<file path="src/include/mlp_pkg.sv">
// Purpose: shared constants for the network port control block
// Assumes: sys_clk at 20 MHz; Avalon-MM word addressing
// Notes: register index times four is the byte address
package mlp_pkg;
    // Register indices (word addresses)
    localparam logic [3:0] OFF_MODE = 4'h0;
    localparam logic [3:0] OFF_MII = 4'h1;
    localparam logic [3:0] OFF_DUPLEX = 4'h2;
    localparam logic [3:0] OFF_FIFO = 4'h3;
    localparam logic [3:0] OFF_LED = 4'h4;
    localparam logic [3:0] OFF_STATUS = 4'h5;
    // Mode register fields
    localparam int MODE_LOOP_BIT = 2;
    localparam int MODE_FCS_DIS_BIT = 3;
    localparam int MODE_FORCE_COLLISION_BIT = 4;
    localparam int MODE_INTERNAL_LOOP_SELECT_BIT = 6;
    localparam int MODE_PSEL_LO = 7;
    localparam int MODE_PSEL_HI = 8;
    localparam logic [1:0] PSEL_SERIAL = 2'h2;
    // MII control register fields
    localparam int MII_LOOP_BIT = 1;
    localparam int MII_ANDIS_BIT = 7;
    // Duplex control register fields
    localparam int DUP_FULL_DUPLEX_ENABLE_BIT = 0;
    localparam int DUP_AUTO_PORT_SELECT_BIT = 1;
    // FIFO threshold register fields
    localparam int FIFO_RUNT_BIT = 3;
    localparam int FIFO_TXWM_LO = 8;
    localparam int FIFO_TXWM_HI = 9;
    localparam int FIFO_RXWM_LO = 12;
    localparam int FIFO_RXWM_HI = 13;
    localparam int WM_SHIFT = 4;
    // LED register field
    localparam int LED_FDSEL_BIT = 8;
    // Receive descriptor status word
    localparam int DESC_FCS_BIT = 27;
    // Writable masks, reserved bits read zero
    localparam logic [31:0] MODE_MASK = 32'h0000_01DC;
    localparam logic [31:0] MII_MASK = 32'h0000_0082;
    localparam logic [31:0] DUP_MASK = 32'h0000_0003;
    localparam logic [31:0] FIFO_MASK = 32'h0000_3308;
    localparam logic [31:0] LED_MASK = 32'h0000_0100;
    // Reset values: pins come up as MII, automatic selection on
    localparam logic [31:0] MODE_RST = 32'h0000_0180;
    localparam logic [31:0] MII_RST = 32'h0000_0000;
    localparam logic [31:0] DUP_RST = 32'h0000_0002;
    localparam logic [31:0] FIFO_RST = 32'h0000_0000;
    localparam logic [31:0] LED_RST = 32'h0000_0000;
    // Timing
    localparam int CLK_MHZ = 20;
    localparam int BLIND_TIME_NS = 4000;
    localparam int BLIND_CYCLES = (BLIND_TIME_NS * CLK_MHZ + 999) / 1000;
    localparam logic [8:0] MIN_FRAME_BYTES = 9'h040;
endpackage

</file>
<file path="src/include/mlp_link_if.sv">
// Purpose: synchronised line-side signals passed to the port control core
// Assumes: all members are on sys_clk
// Notes: clock members are one-cycle rising-edge pulses
`timescale 1ns/100ps
interface mlp_link_if;
    logic txClkRise;
    logic rxClkRise;
    logic [3:0] rxd;
    logic rxDv;
    logic crs;
    logic col;
    logic serRxData;
    logic serCrs;
    logic serCol;
    modport src (output txClkRise, rxClkRise, rxd, rxDv, crs, col, serRxData, serCrs, serCol);
    modport dst (input txClkRise, rxClkRise, rxd, rxDv, crs, col, serRxData, serCrs, serCol);
endinterface

</file>
<file path="src/hdl/mlp_pin_sync.sv">
// Purpose: two-flop synchronisers for line pins and PHY clock edge finding
// Assumes: PHY clocks far slower than sys_clk
// Notes: edge detection reads only the second synchroniser stage
`timescale 1ns/100ps
module mlp_pin_sync #(
    parameter int WIDTH = 12
) (
    input wire logic sys_clk,
    input wire logic rst,
    input wire logic miiTxClk,
    input wire logic miiRxClk,
    input wire logic [3:0] miiRxd,
    input wire logic miiRxDv,
    input wire logic miiCrs,
    input wire logic miiCol,
    input wire logic serialRxData,
    input wire logic serialCrs,
    input wire logic serialCol,
    mlp_link_if.src lnk
);
    logic [WIDTH-1:0] rawPins;
    logic [WIDTH-1:0] meta_q;
    logic [WIDTH-1:0] stable_q;
    logic [1:0] clkPrev_q;

    assign rawPins = {miiTxClk, miiRxClk, miiRxd, miiRxDv, miiCrs, miiCol,
                      serialRxData, serialCrs, serialCol};

    for (genvar i = 0; i < WIDTH; i++) begin : g_sync
        always_ff @(posedge sys_clk or posedge rst) begin
            if (rst) begin
                meta_q[i] <= 1'b0;
                stable_q[i] <= 1'b0;
            end else begin
                meta_q[i] <= rawPins[i];
                stable_q[i] <= meta_q[i];
            end
        end
    end

    always_ff @(posedge sys_clk or posedge rst) begin
        if (rst) begin
            clkPrev_q <= 2'h0;
        end else begin
            clkPrev_q <= stable_q[WIDTH-1:WIDTH-2];
        end
    end

    assign lnk.txClkRise = stable_q[WIDTH-1] & ~clkPrev_q[1];
    assign lnk.rxClkRise = stable_q[WIDTH-2] & ~clkPrev_q[0];
    assign lnk.rxd = stable_q[9:6];
    assign lnk.rxDv = stable_q[5];
    assign lnk.crs = stable_q[4];
    assign lnk.col = stable_q[3];
    assign lnk.serRxData = stable_q[2];
    assign lnk.serCrs = stable_q[1];
    assign lnk.serCol = stable_q[0];
endmodule

</file>
<file path="src/hdl/mlp_port_ctrl.sv">
// Purpose: loopback, port select and duplex control for a 10/100 MAC
// Assumes: MAC engine on sys_clk; PHY and serial pins asynchronous
// Notes: registers reached over Avalon-MM with waitrequest
// Notes on behaviour
// (RQ1) Serial loopback only while loop bit set
// (RQ2) Serial internal loop: FIFO to FIFO, pins quiet
// (RQ3) Serial external loop transmits, collision stays live
// (RQ4) Software sets manual port select before MII loop
// (RQ5) Software loops PHY first, then device
// (RQ6) MII internal loop bit loops data port
// (RQ7) Loop nibble, clock, enable into receive side
// (RQ8) Loop carrier is transmit enable OR receive valid
// (RQ9) Transmit pins keep toggling; error pin never driven
// (RQ10) Padding and stripping unchanged in loopback
// (RQ11) Any loopback accepts runts; register bit untouched
// (RQ12) Descriptor status reports true FCS error
// (RQ13) FCS generation off while disable bit set
// (RQ14) Forced collision every attempt in internal loop
// (RQ15) MII after reset; serial code stops MII
// (RQ16) Full duplex by enable bit or negotiation
// (RQ17) Full duplex: transmit watermark alone requests DMA
// (RQ18) Full duplex: receive DMA at watermark or frame
// (RQ19) Full duplex: no deferral to receive activity
// (RQ20) Full duplex: gap timer starts at transmit end
// (RQ21) Full duplex: no blinding, SQE or collision; a forced collision in internal loop still reaches macCol
// (RQ22) Full duplex: no carrier loss; LED shows duplex
//
// Implementation choices: the address map and the Avalon-MM interface to the registers.
`timescale 1ns/100ps
module mlp_port_ctrl (
    input wire logic sys_clk,
    input wire logic rst,
    input wire logic [3:0] avs_address,
    input wire logic avs_read,
    input wire logic avs_write,
    input wire logic [31:0] avs_writedata,
    output logic [31:0] avs_readdata,
    output logic avs_waitrequest,
    input wire logic [3:0] macTxd,
    input wire logic macTxEn,
    input wire logic macSerialTxBit,
    input wire logic macTxFirst64,
    input wire logic [7:0] txFifoFree,
    input wire logic [7:0] rxFifoLevel,
    input wire logic rxPast64,
    input wire logic rxFrameComplete,
    input wire logic rxFrameDone,
    input wire logic rxFcsBad,
    input wire logic phyFdNegotiated,
    output logic macTxClkEn,
    output logic macRxClkEn,
    output logic [3:0] macRxd,
    output logic macRxDv,
    output logic macRxSerialBit,
    output logic macCrs,
    output logic macCol,
    output logic fcsGenEnable,
    output logic runtAcceptInt,
    output logic deferOnReceive,
    output logic ipgStart,
    output logic sqeWindow,
    output logic lcarReportEnable,
    output logic txDmaReq,
    output logic rxDmaReq,
    output logic [31:0] rxDescStatus,
    output logic ledOut,
    input wire logic miiTxClk,
    input wire logic miiRxClk,
    input wire logic [3:0] miiRxd,
    input wire logic miiRxDv,
    input wire logic miiCrs,
    input wire logic miiCol,
    input wire logic serialRxData,
    input wire logic serialCrs,
    input wire logic serialCol,
    output logic [3:0] miiTxd,
    output logic miiTxEn,
    output logic miiTxEr,
    output logic serialTxData,
    output logic serialTxEn
);
    logic [31:0] avs_readdata_q, modeReg_q, miiReg_q, dupReg_q, fifoReg_q, ledReg_q, rdNext;
    logic [31:0] rxDescStatus_q;
    logic avs_waitrequest_q, fullDuplex_q, macTxClkEn_q, macRxClkEn_q;
    logic [3:0] macRxd_q, miiTxd_q;
    logic macRxDv_q, macRxSerialBit_q, macCrs_q, macCol_q, fcsGenEnable_q;
    logic runtAcceptInt_q, deferOnReceive_q, ipgStart_q, sqeWindow_q;
    logic lcarReportEnable_q, txDmaReq_q, rxDmaReq_q, ledOut_q;
    logic miiTxEn_q, miiTxEr_q, serialTxData_q, serialTxEn_q;
    logic actPrev_q, txEnPrev_q;
    logic [7:0] blindCnt_q;
    logic serialSel, serialIntLoop, miiIntLoop, anyLoop, internalLoop;
    logic forceCollNow, crsNow, colPin, activity, rxEarly, regWrite;
    logic [8:0] txThresh, rxThresh;

    mlp_link_if lnk ();

    mlp_pin_sync #(.WIDTH(12)) u_sync (
        .sys_clk(sys_clk),
        .rst(rst),
        .miiTxClk(miiTxClk),
        .miiRxClk(miiRxClk),
        .miiRxd(miiRxd),
        .miiRxDv(miiRxDv),
        .miiCrs(miiCrs),
        .miiCol(miiCol),
        .serialRxData(serialRxData),
        .serialCrs(serialCrs),
        .serialCol(serialCol),
        .lnk(lnk)
    );

    ////////////////////////////////////////////////////////////////////////
    // Register bus: answer one cycle after the request, for one cycle
    assign regWrite = avs_write & ~avs_waitrequest_q;

    always_ff @(posedge sys_clk or posedge rst) begin
        if (rst) begin
            avs_waitrequest_q <= 1'b1;
            avs_readdata_q <= 32'h0000_0000;
        end else if ((avs_read | avs_write) & avs_waitrequest_q) begin
            avs_waitrequest_q <= 1'b0;
            avs_readdata_q <= avs_read ? rdNext : 32'h0000_0000;
        end else begin
            avs_waitrequest_q <= 1'b1;
        end
    end

    // Runt-accept bit keeps its software value; loopback only widens it internally
    always_ff @(posedge sys_clk or posedge rst) begin
        if (rst) begin
            modeReg_q <= mlp_pkg::MODE_RST; // RQ15
            miiReg_q <= mlp_pkg::MII_RST;
            dupReg_q <= mlp_pkg::DUP_RST;
            fifoReg_q <= mlp_pkg::FIFO_RST;
            ledReg_q <= mlp_pkg::LED_RST;
        end else if (regWrite) begin
            case (avs_address)
                mlp_pkg::OFF_MODE: modeReg_q <= avs_writedata & mlp_pkg::MODE_MASK;
                mlp_pkg::OFF_MII: miiReg_q <= avs_writedata & mlp_pkg::MII_MASK;
                mlp_pkg::OFF_DUPLEX: dupReg_q <= avs_writedata & mlp_pkg::DUP_MASK;
                mlp_pkg::OFF_FIFO: fifoReg_q <= avs_writedata & mlp_pkg::FIFO_MASK;
                mlp_pkg::OFF_LED: ledReg_q <= avs_writedata & mlp_pkg::LED_MASK;
                default: ;
            endcase
        end
    end

    always_comb begin
        case (avs_address)
            mlp_pkg::OFF_MODE: rdNext = modeReg_q;
            mlp_pkg::OFF_MII: rdNext = miiReg_q;
            mlp_pkg::OFF_DUPLEX: rdNext = dupReg_q;
            mlp_pkg::OFF_FIFO: rdNext = fifoReg_q;
            mlp_pkg::OFF_LED: rdNext = ledReg_q;
            mlp_pkg::OFF_STATUS: rdNext = {26'h0, ledOut_q, runtAcceptInt_q, internalLoop,
                                           miiIntLoop, serialIntLoop, fullDuplex_q};
            default: rdNext = 32'h0000_0000;
        endcase
    end

    ////////////////////////////////////////////////////////////////////////
    // Mode decode
    assign serialSel = modeReg_q[mlp_pkg::MODE_PSEL_HI:mlp_pkg::MODE_PSEL_LO]
                       == mlp_pkg::PSEL_SERIAL; // RQ15
    assign serialIntLoop = serialSel & modeReg_q[mlp_pkg::MODE_LOOP_BIT]
                           & modeReg_q[mlp_pkg::MODE_INTERNAL_LOOP_SELECT_BIT]; // RQ1 RQ2
    // Management pins are not in this block, so the loop cannot touch them
    assign miiIntLoop = ~serialSel & miiReg_q[mlp_pkg::MII_LOOP_BIT]; // RQ6
    assign anyLoop = modeReg_q[mlp_pkg::MODE_LOOP_BIT] | miiIntLoop;
    assign internalLoop = serialIntLoop | miiIntLoop;
    assign forceCollNow = internalLoop & modeReg_q[mlp_pkg::MODE_FORCE_COLLISION_BIT] & macTxEn; // RQ14

    always_ff @(posedge sys_clk or posedge rst) begin
        if (rst) begin
            fullDuplex_q <= 1'b0;
        end else begin
            fullDuplex_q <= dupReg_q[mlp_pkg::DUP_FULL_DUPLEX_ENABLE_BIT]
                            | (~serialSel & dupReg_q[mlp_pkg::DUP_AUTO_PORT_SELECT_BIT]
                               & ~miiReg_q[mlp_pkg::MII_ANDIS_BIT] & phyFdNegotiated); // RQ16
        end
    end

    ////////////////////////////////////////////////////////////////////////
    // Transmit pins
    always_ff @(posedge sys_clk or posedge rst) begin
        if (rst) begin
            miiTxd_q <= 4'h0;
            miiTxEn_q <= 1'b0;
            miiTxEr_q <= 1'b0;
        end else if (serialSel) begin
            miiTxd_q <= 4'h0; // RQ15
            miiTxEn_q <= 1'b0;
            miiTxEr_q <= 1'b0;
        end else if (lnk.txClkRise) begin
            miiTxd_q <= macTxd; // RQ9
            miiTxEn_q <= macTxEn;
            miiTxEr_q <= 1'b0; // RQ9
        end
    end

    always_ff @(posedge sys_clk or posedge rst) begin
        if (rst) begin
            serialTxData_q <= 1'b0;
            serialTxEn_q <= 1'b0;
        end else if (~serialSel | serialIntLoop) begin
            serialTxData_q <= 1'b0; // RQ2
            serialTxEn_q <= 1'b0;
        end else if (lnk.txClkRise) begin
            serialTxData_q <= macSerialTxBit; // RQ3
            serialTxEn_q <= macTxEn;
        end
    end

    ////////////////////////////////////////////////////////////////////////
    // Receive path toward the MAC; the loop uses the same nibble the pins get
    always_ff @(posedge sys_clk or posedge rst) begin
        if (rst) begin
            macTxClkEn_q <= 1'b0;
            macRxClkEn_q <= 1'b0;
        end else begin
            macTxClkEn_q <= lnk.txClkRise;
            macRxClkEn_q <= miiIntLoop ? lnk.txClkRise : lnk.rxClkRise; // RQ7
        end
    end

    always_ff @(posedge sys_clk or posedge rst) begin
        if (rst) begin
            macRxd_q <= 4'h0;
            macRxDv_q <= 1'b0;
            macRxSerialBit_q <= 1'b0;
        end else if (serialSel) begin
            macRxd_q <= 4'h0;
            macRxSerialBit_q <= serialIntLoop ? macSerialTxBit : lnk.serRxData; // RQ2
            macRxDv_q <= serialIntLoop ? macTxEn : lnk.serCrs;
        end else if (miiIntLoop) begin
            if (lnk.txClkRise) begin
                macRxd_q <= macTxd; // RQ7
                macRxDv_q <= macTxEn;
            end
        end else if (lnk.rxClkRise) begin
            macRxd_q <= lnk.rxd;
            macRxDv_q <= lnk.rxDv;
        end
    end

    always_comb begin
        if (serialSel) begin
            crsNow = serialIntLoop ? macTxEn : lnk.serCrs;
            colPin = serialIntLoop ? 1'b0 : lnk.serCol; // RQ2 RQ3
        end else begin
            crsNow = miiIntLoop ? (miiTxEn_q | macRxDv_q) : lnk.crs; // RQ8
            colPin = miiIntLoop ? 1'b0 : lnk.col;
        end
    end

    always_ff @(posedge sys_clk or posedge rst) begin
        if (rst) begin
            macCrs_q <= 1'b0;
            macCol_q <= 1'b0;
        end else begin
            macCrs_q <= crsNow;
            macCol_q <= forceCollNow | (~fullDuplex_q & colPin); // RQ14 RQ21
        end
    end

    ////////////////////////////////////////////////////////////////////////
    // Engine controls; padding and stripping are left to the engine
    always_ff @(posedge sys_clk or posedge rst) begin
        if (rst) begin
            fcsGenEnable_q <= 1'b1;
            runtAcceptInt_q <= 1'b0;
            deferOnReceive_q <= 1'b1;
            lcarReportEnable_q <= 1'b1;
            ledOut_q <= 1'b0;
        end else begin
            fcsGenEnable_q <= ~modeReg_q[mlp_pkg::MODE_FCS_DIS_BIT]; // RQ13
            runtAcceptInt_q <= fifoReg_q[mlp_pkg::FIFO_RUNT_BIT] | anyLoop; // RQ10 RQ11
            deferOnReceive_q <= ~fullDuplex_q; // RQ19
            lcarReportEnable_q <= ~fullDuplex_q; // RQ22
            ledOut_q <= ledReg_q[mlp_pkg::LED_FDSEL_BIT] & fullDuplex_q; // RQ22
        end
    end

    // Half duplex waits for carrier too; full duplex only for own transmit
    assign activity = macTxEn | (~fullDuplex_q & crsNow); // RQ20

    always_ff @(posedge sys_clk or posedge rst) begin
        if (rst) begin
            actPrev_q <= 1'b0;
            ipgStart_q <= 1'b0;
        end else begin
            actPrev_q <= activity;
            ipgStart_q <= actPrev_q & ~activity; // RQ20
        end
    end

    always_ff @(posedge sys_clk or posedge rst) begin
        if (rst) begin
            txEnPrev_q <= 1'b0;
            blindCnt_q <= 8'h00;
            sqeWindow_q <= 1'b0;
        end else begin
            txEnPrev_q <= macTxEn;
            if (fullDuplex_q) begin
                blindCnt_q <= 8'h00; // RQ21
                sqeWindow_q <= 1'b0;
            end else if (txEnPrev_q & ~macTxEn) begin
                blindCnt_q <= 8'(mlp_pkg::BLIND_CYCLES);
                sqeWindow_q <= 1'b1;
            end else if (blindCnt_q != 8'h00) begin
                blindCnt_q <= blindCnt_q - 8'h01;
                sqeWindow_q <= blindCnt_q != 8'h01;
            end
        end
    end

    ////////////////////////////////////////////////////////////////////////
    // DMA requests; half duplex keeps 64 bytes back for retry
    assign txThresh = 9'(({7'h00, fifoReg_q[mlp_pkg::FIFO_TXWM_HI:mlp_pkg::FIFO_TXWM_LO]}
                          + 9'h001) << mlp_pkg::WM_SHIFT);
    assign rxThresh = 9'(({7'h00, fifoReg_q[mlp_pkg::FIFO_RXWM_HI:mlp_pkg::FIFO_RXWM_LO]}
                          + 9'h001) << mlp_pkg::WM_SHIFT);
    assign rxEarly = fullDuplex_q | runtAcceptInt_q; // RQ18

    always_ff @(posedge sys_clk or posedge rst) begin
        if (rst) begin
            txDmaReq_q <= 1'b0;
            rxDmaReq_q <= 1'b0;
        end else begin
            txDmaReq_q <= {1'b0, txFifoFree} >= (txThresh
                          + ((~fullDuplex_q & macTxFirst64) ? mlp_pkg::MIN_FRAME_BYTES
                                                           : 9'h000)); // RQ17
            rxDmaReq_q <= (rxEarly | rxPast64)
                          & (({1'b0, rxFifoLevel} >= rxThresh) | rxFrameComplete); // RQ18
        end
    end

    always_ff @(posedge sys_clk or posedge rst) begin
        if (rst) begin
            rxDescStatus_q <= 32'h0000_0000;
        end else if (rxFrameDone) begin
            rxDescStatus_q <= 32'h0000_0000;
            rxDescStatus_q[mlp_pkg::DESC_FCS_BIT] <= rxFcsBad; // RQ12
        end
    end

    ////////////////////////////////////////////////////////////////////////
    // Outputs
    assign avs_readdata = avs_readdata_q;
    assign avs_waitrequest = avs_waitrequest_q;
    assign macTxClkEn = macTxClkEn_q;
    assign macRxClkEn = macRxClkEn_q;
    assign macRxd = macRxd_q;
    assign macRxDv = macRxDv_q;
    assign macRxSerialBit = macRxSerialBit_q;
    assign macCrs = macCrs_q;
    assign macCol = macCol_q;
    assign fcsGenEnable = fcsGenEnable_q;
    assign runtAcceptInt = runtAcceptInt_q;
    assign deferOnReceive = deferOnReceive_q;
    assign ipgStart = ipgStart_q;
    assign sqeWindow = sqeWindow_q;
    assign lcarReportEnable = lcarReportEnable_q;
    assign txDmaReq = txDmaReq_q;
    assign rxDmaReq = rxDmaReq_q;
    assign rxDescStatus = rxDescStatus_q;
    assign ledOut = ledOut_q;
    assign miiTxd = miiTxd_q;
    assign miiTxEn = miiTxEn_q;
    assign miiTxEr = miiTxEr_q;
    assign serialTxData = serialTxData_q;
    assign serialTxEn = serialTxEn_q;
endmodule

</file>
<file path="config.mk">
export PLATFORM = sky130hd
export DESIGN_NAME = mlp_port_ctrl
export DESIGN_NICKNAME = d
export VERILOG_FILES = /design/src/include/mlp_pkg.sv /design/src/include/mlp_link_if.sv /design/src/hdl/mlp_pin_sync.sv /design/src/hdl/mlp_port_ctrl.sv
export SDC_FILE = /design/constraint.sdc
export NUM_CORES = 1
export LEC_CHECK = 0
export BUFFER_PORTS_ARGS = -buffer_cell sky130_fd_sc_hd__buf_4
export CORE_ASPECT_RATIO = 1.2
export CORE_MARGIN = 5
export CORE_UTILIZATION = 50
export CTS_BUF_LIST = sky130_fd_sc_hd__clkbuf_4
export CTS_CLUSTER_DIAMETER = 200
export DETAILED_ROUTE_END_ITERATION = 7
export PLACE_DENSITY = 0.83
export SLEW_MARGIN = 20
export SYNTH_ARGS = -nofsm -noshare
export SYNTH_HDL_FRONTEND = slang
export SYNTH_SLANG_ARGS = --single-unit
</file>
<file path="constraint.sdc">
create_clock -name sys_clk -period 3.88 [get_ports sys_clk]
set_input_delay 0.776 -clock sys_clk [delete_from_list [all_inputs] [get_ports sys_clk]]
set_output_delay 0.776 -clock sys_clk [all_outputs]
set_load 0.05 [all_outputs]
</file>
==> results.md <==
- Synth-to-layout area growth: 19.1%
- Initial Util: 0.514
- Util after Layout: 0.612
- Wire per inst: 15.4 µm
- # diodes: 0
- Layout cell share with drive strength beyond 1: 0.302
- Hpwl dp: 7060 µm
- Post-Syn Instances: 369
- Final period utilization: 0.562
- Setup TNS: 0 ps
- Post-synthesis instance area: 4190 µm²
- Synth async-reset ratio: 1.00
- Switching share of total power: 0.409
- Slew @ Worst Pin: 950 ps
- Synth cell types: 50
- Number of global-route vias before repair: 2881
- Input/output buffers: 98
- Max frequency: 458 MHz
- Yosys Warn Count: 0
- Total of max-cap violations: 0
- PostCTS Resize Cnt: 0
- CTS tree: built
- Die Y: 110 µm
- Post-DRT Antenna Nets: 0
- Most frequent cells in the layout: 101 x buf_4, 86 x dfrtp_1, 52 x conb_1, 35 x nand2_1, 17 x inv_1
- Die W: 93.6 µm
- Die Area: 10300 µm²
- R2R depth: 4
- R2R Path End: ipgStart
- # rows: 36
- Logic gate share of total power: 0.359
- Num CTS Buffers: 9
- First-pass GRT wire length: 13800 µm
- Total DRC errors in the routed layout: 0
- Worst IR drop on VDD: 0.343 mV
- Sink Count: 92
- Power per cell area: 573 nW/µm²
- Post-Route WL: 9030 µm
- Leak Pwr: 0.00248 µW
- Via density: 4.93
- Final min period: 2180 ps
- Initial antenna violation count: 0
- Net Sw Power: 1170 µW
- Rel. slew slack: 0.365
- Commonest non-fill, non-tap cell in the layout: buf_4
- Sequential share of the synthesized area: 0.551
- GR Overflow Total: 0
- Clk pwr share: 0.196
- Tot GR Track Use: 0.176
- Drt first pass iters: 4
- Post-synth EDFFs: 0
- Largest net degree at the start of global routing: 34
- Register clock-pin slew on the reported worst setup and hold paths: 150 ps
- Slew Viols, Final: 0
- WP data arrival: 2520 ps
- Critical path class: flop to flop
- Crit Reg-Reg Startpoint: modeReg_q[8]
- Hold buffers post-CTS: 0
- Sequential power share: 0.445
- I/O Pins: 172
- Outcome: finished clean
- Top FF cell, synth: dfrtp_1
- Via Count: 2899
- RSZ-0062 raised after global routing: no
- Setup Buffers After CTS: 0
- Crit-path max FO: 14
- Critical Path Source: modeReg_q[8]
- Worst setup EP type: flop
- Worst Skew: 18.4 ps
- Worst Hold Class: input port to asynchronous set/reset pin
- Initial DRC Count: 162
- # setup viols final: 0
- Syn Area/Cell: 11.4 µm²
- Root Driver: clkbuf_4
- Clk Latency, worst-skew pair: 440 ps
- Int Pwr: 1690 µW
- Worst reg2reg setup slack: 1700 ps
- Fin. Hold Viols: 0
- H-tree depth: 3
- Total Nets Final: 562
- Seq cells post-synth: 92
- Gp weighted congestion: 0.910
- Core area: 8150 µm²
- Startpoint Class: flop
- CP required: 4210 ps
- Clock buffer depth: 2
state kept, by name, indices dropped and copies added, names as in the netlist, 2 cells and up:
register and flops:
avs_readdata 12, blindCnt_q 8, dupReg_q 2, fifoReg_q 5
macRxd 4, miiReg_q 2, miiTxd 4, modeReg_q 6
u_sync.clkPrev_q 2, u_sync.lnk.rxd 4, u_sync.meta_q 12, u_sync.stable_q 2
synth_stat cells, types with 2 or more instances:
master	instances	area share
dfrtp_1	86	0.51
buf_4	54	0.097
nand2_1	35	0.031
inv_1	18	0.016
a21oi_1	15	0.018
mux2_2	14	0.038
nor2_1	14	0.013
ha_1	13	0.039
o21ai_0	12	0.014
mux2i_1	10	0.024
nand2b_1	7	0.010
a211oi_1	6	0.011
a22o_1	6	0.013
dfstp_2	6	0.038
clkbuf_1	5	0.0045
mux2_1	5	0.013
nand3_1	5	0.0060
buf_2	4	0.0048
nor2b_1	4	0.0060
a22oi_1	3	0.0054
a31oi_1	3	0.0045
and2_1	3	0.0045
nor3_1	3	0.0036
nor3b_1	3	0.0054
o22ai_1	3	0.0045
and3_1	2	0.0030
nand3b_1	2	0.0036
nor4_1	2	0.0030
o31ai_1	2	0.0036
o32ai_1	2	0.0042
or4b_2	2	0.0048
xor2_1	2	0.0042
layout make-up:
cell class / instances / area, µm²
inverter: 18 / 68.8
sequential: 92 / 2310
clock inverter: 6 / 77.6
multi-input combinational: 247 / 1560
fill: 648 / 3160
clock buffer: 10 / 75.1
timing repair buffer: 101 / 758
tap: 114 / 143
power groups by stage:
stage          combinational [µW]  clock, µW  sequential, µW
2_1_floorplan                 566          0            1490
3_3_place_gp                 1000          0            1280
3_5_place_dp                 1030          0            1290
4_1_cts                      1030        569            1270
5_1_grt                      1100        615            1300
6_report                     1030        559            1270
cell families after synthesis:
| logic type | share of synthesized area |
|---|---|
| compound gates | 0.0973 |
| simple gates | 0.105 |
| flops | 0.551 |
| mux | 0.0782 |
| buf+inv | 0.122 |
| other cells | 0.000895 |
| fa+ha+maj | 0.0388 |
| xor+xnor | 0.00627 |
how the worst max path moves through the flow:
stage / endpoint / cells after the start
2_1_floorplan: actPrev_q / 1
3_3_place_gp: fifoReg_q[9] / 5
3_5_place_dp: fifoReg_q[12] / 5
4_1_cts: ipgStart / 4
5_1_grt: ipgStart / 4
6_report: ipgStart / 4
through the flow:
stage	worst slack [ps]	power [µW]	cells	instance area (µm²)	hold slack [ps]
floorplan	722	2060	420	4380	331
global placement	1580	2280	572	4840	331
detailed placement	1540	2320	572	4840	335
CTS	1700	2880	588	4990	330
global route	1530	3010	588	4990	333
finish	1700	2860	588	4990	345
critical path: stages (launching register included):
cell	delay, ps
dfstp_2	580
nor2b_1	760
o21ai_0	340
o21ai_0	280
a21oi_1	130
metal layers:
layer  routed length (µm)  part of all wire  track usage  vias to the layer above
li1                     -                 -            -                     1362
met3                  649             0.072       0.0557                       24
met1                 3530              0.39        0.209                     1380
met4                  276             0.031       0.0857                        0
met2                 4570              0.51        0.290                      133
met5                    0                 0            0                        -
Note: power is estimated with default switching activity, not from simulation.
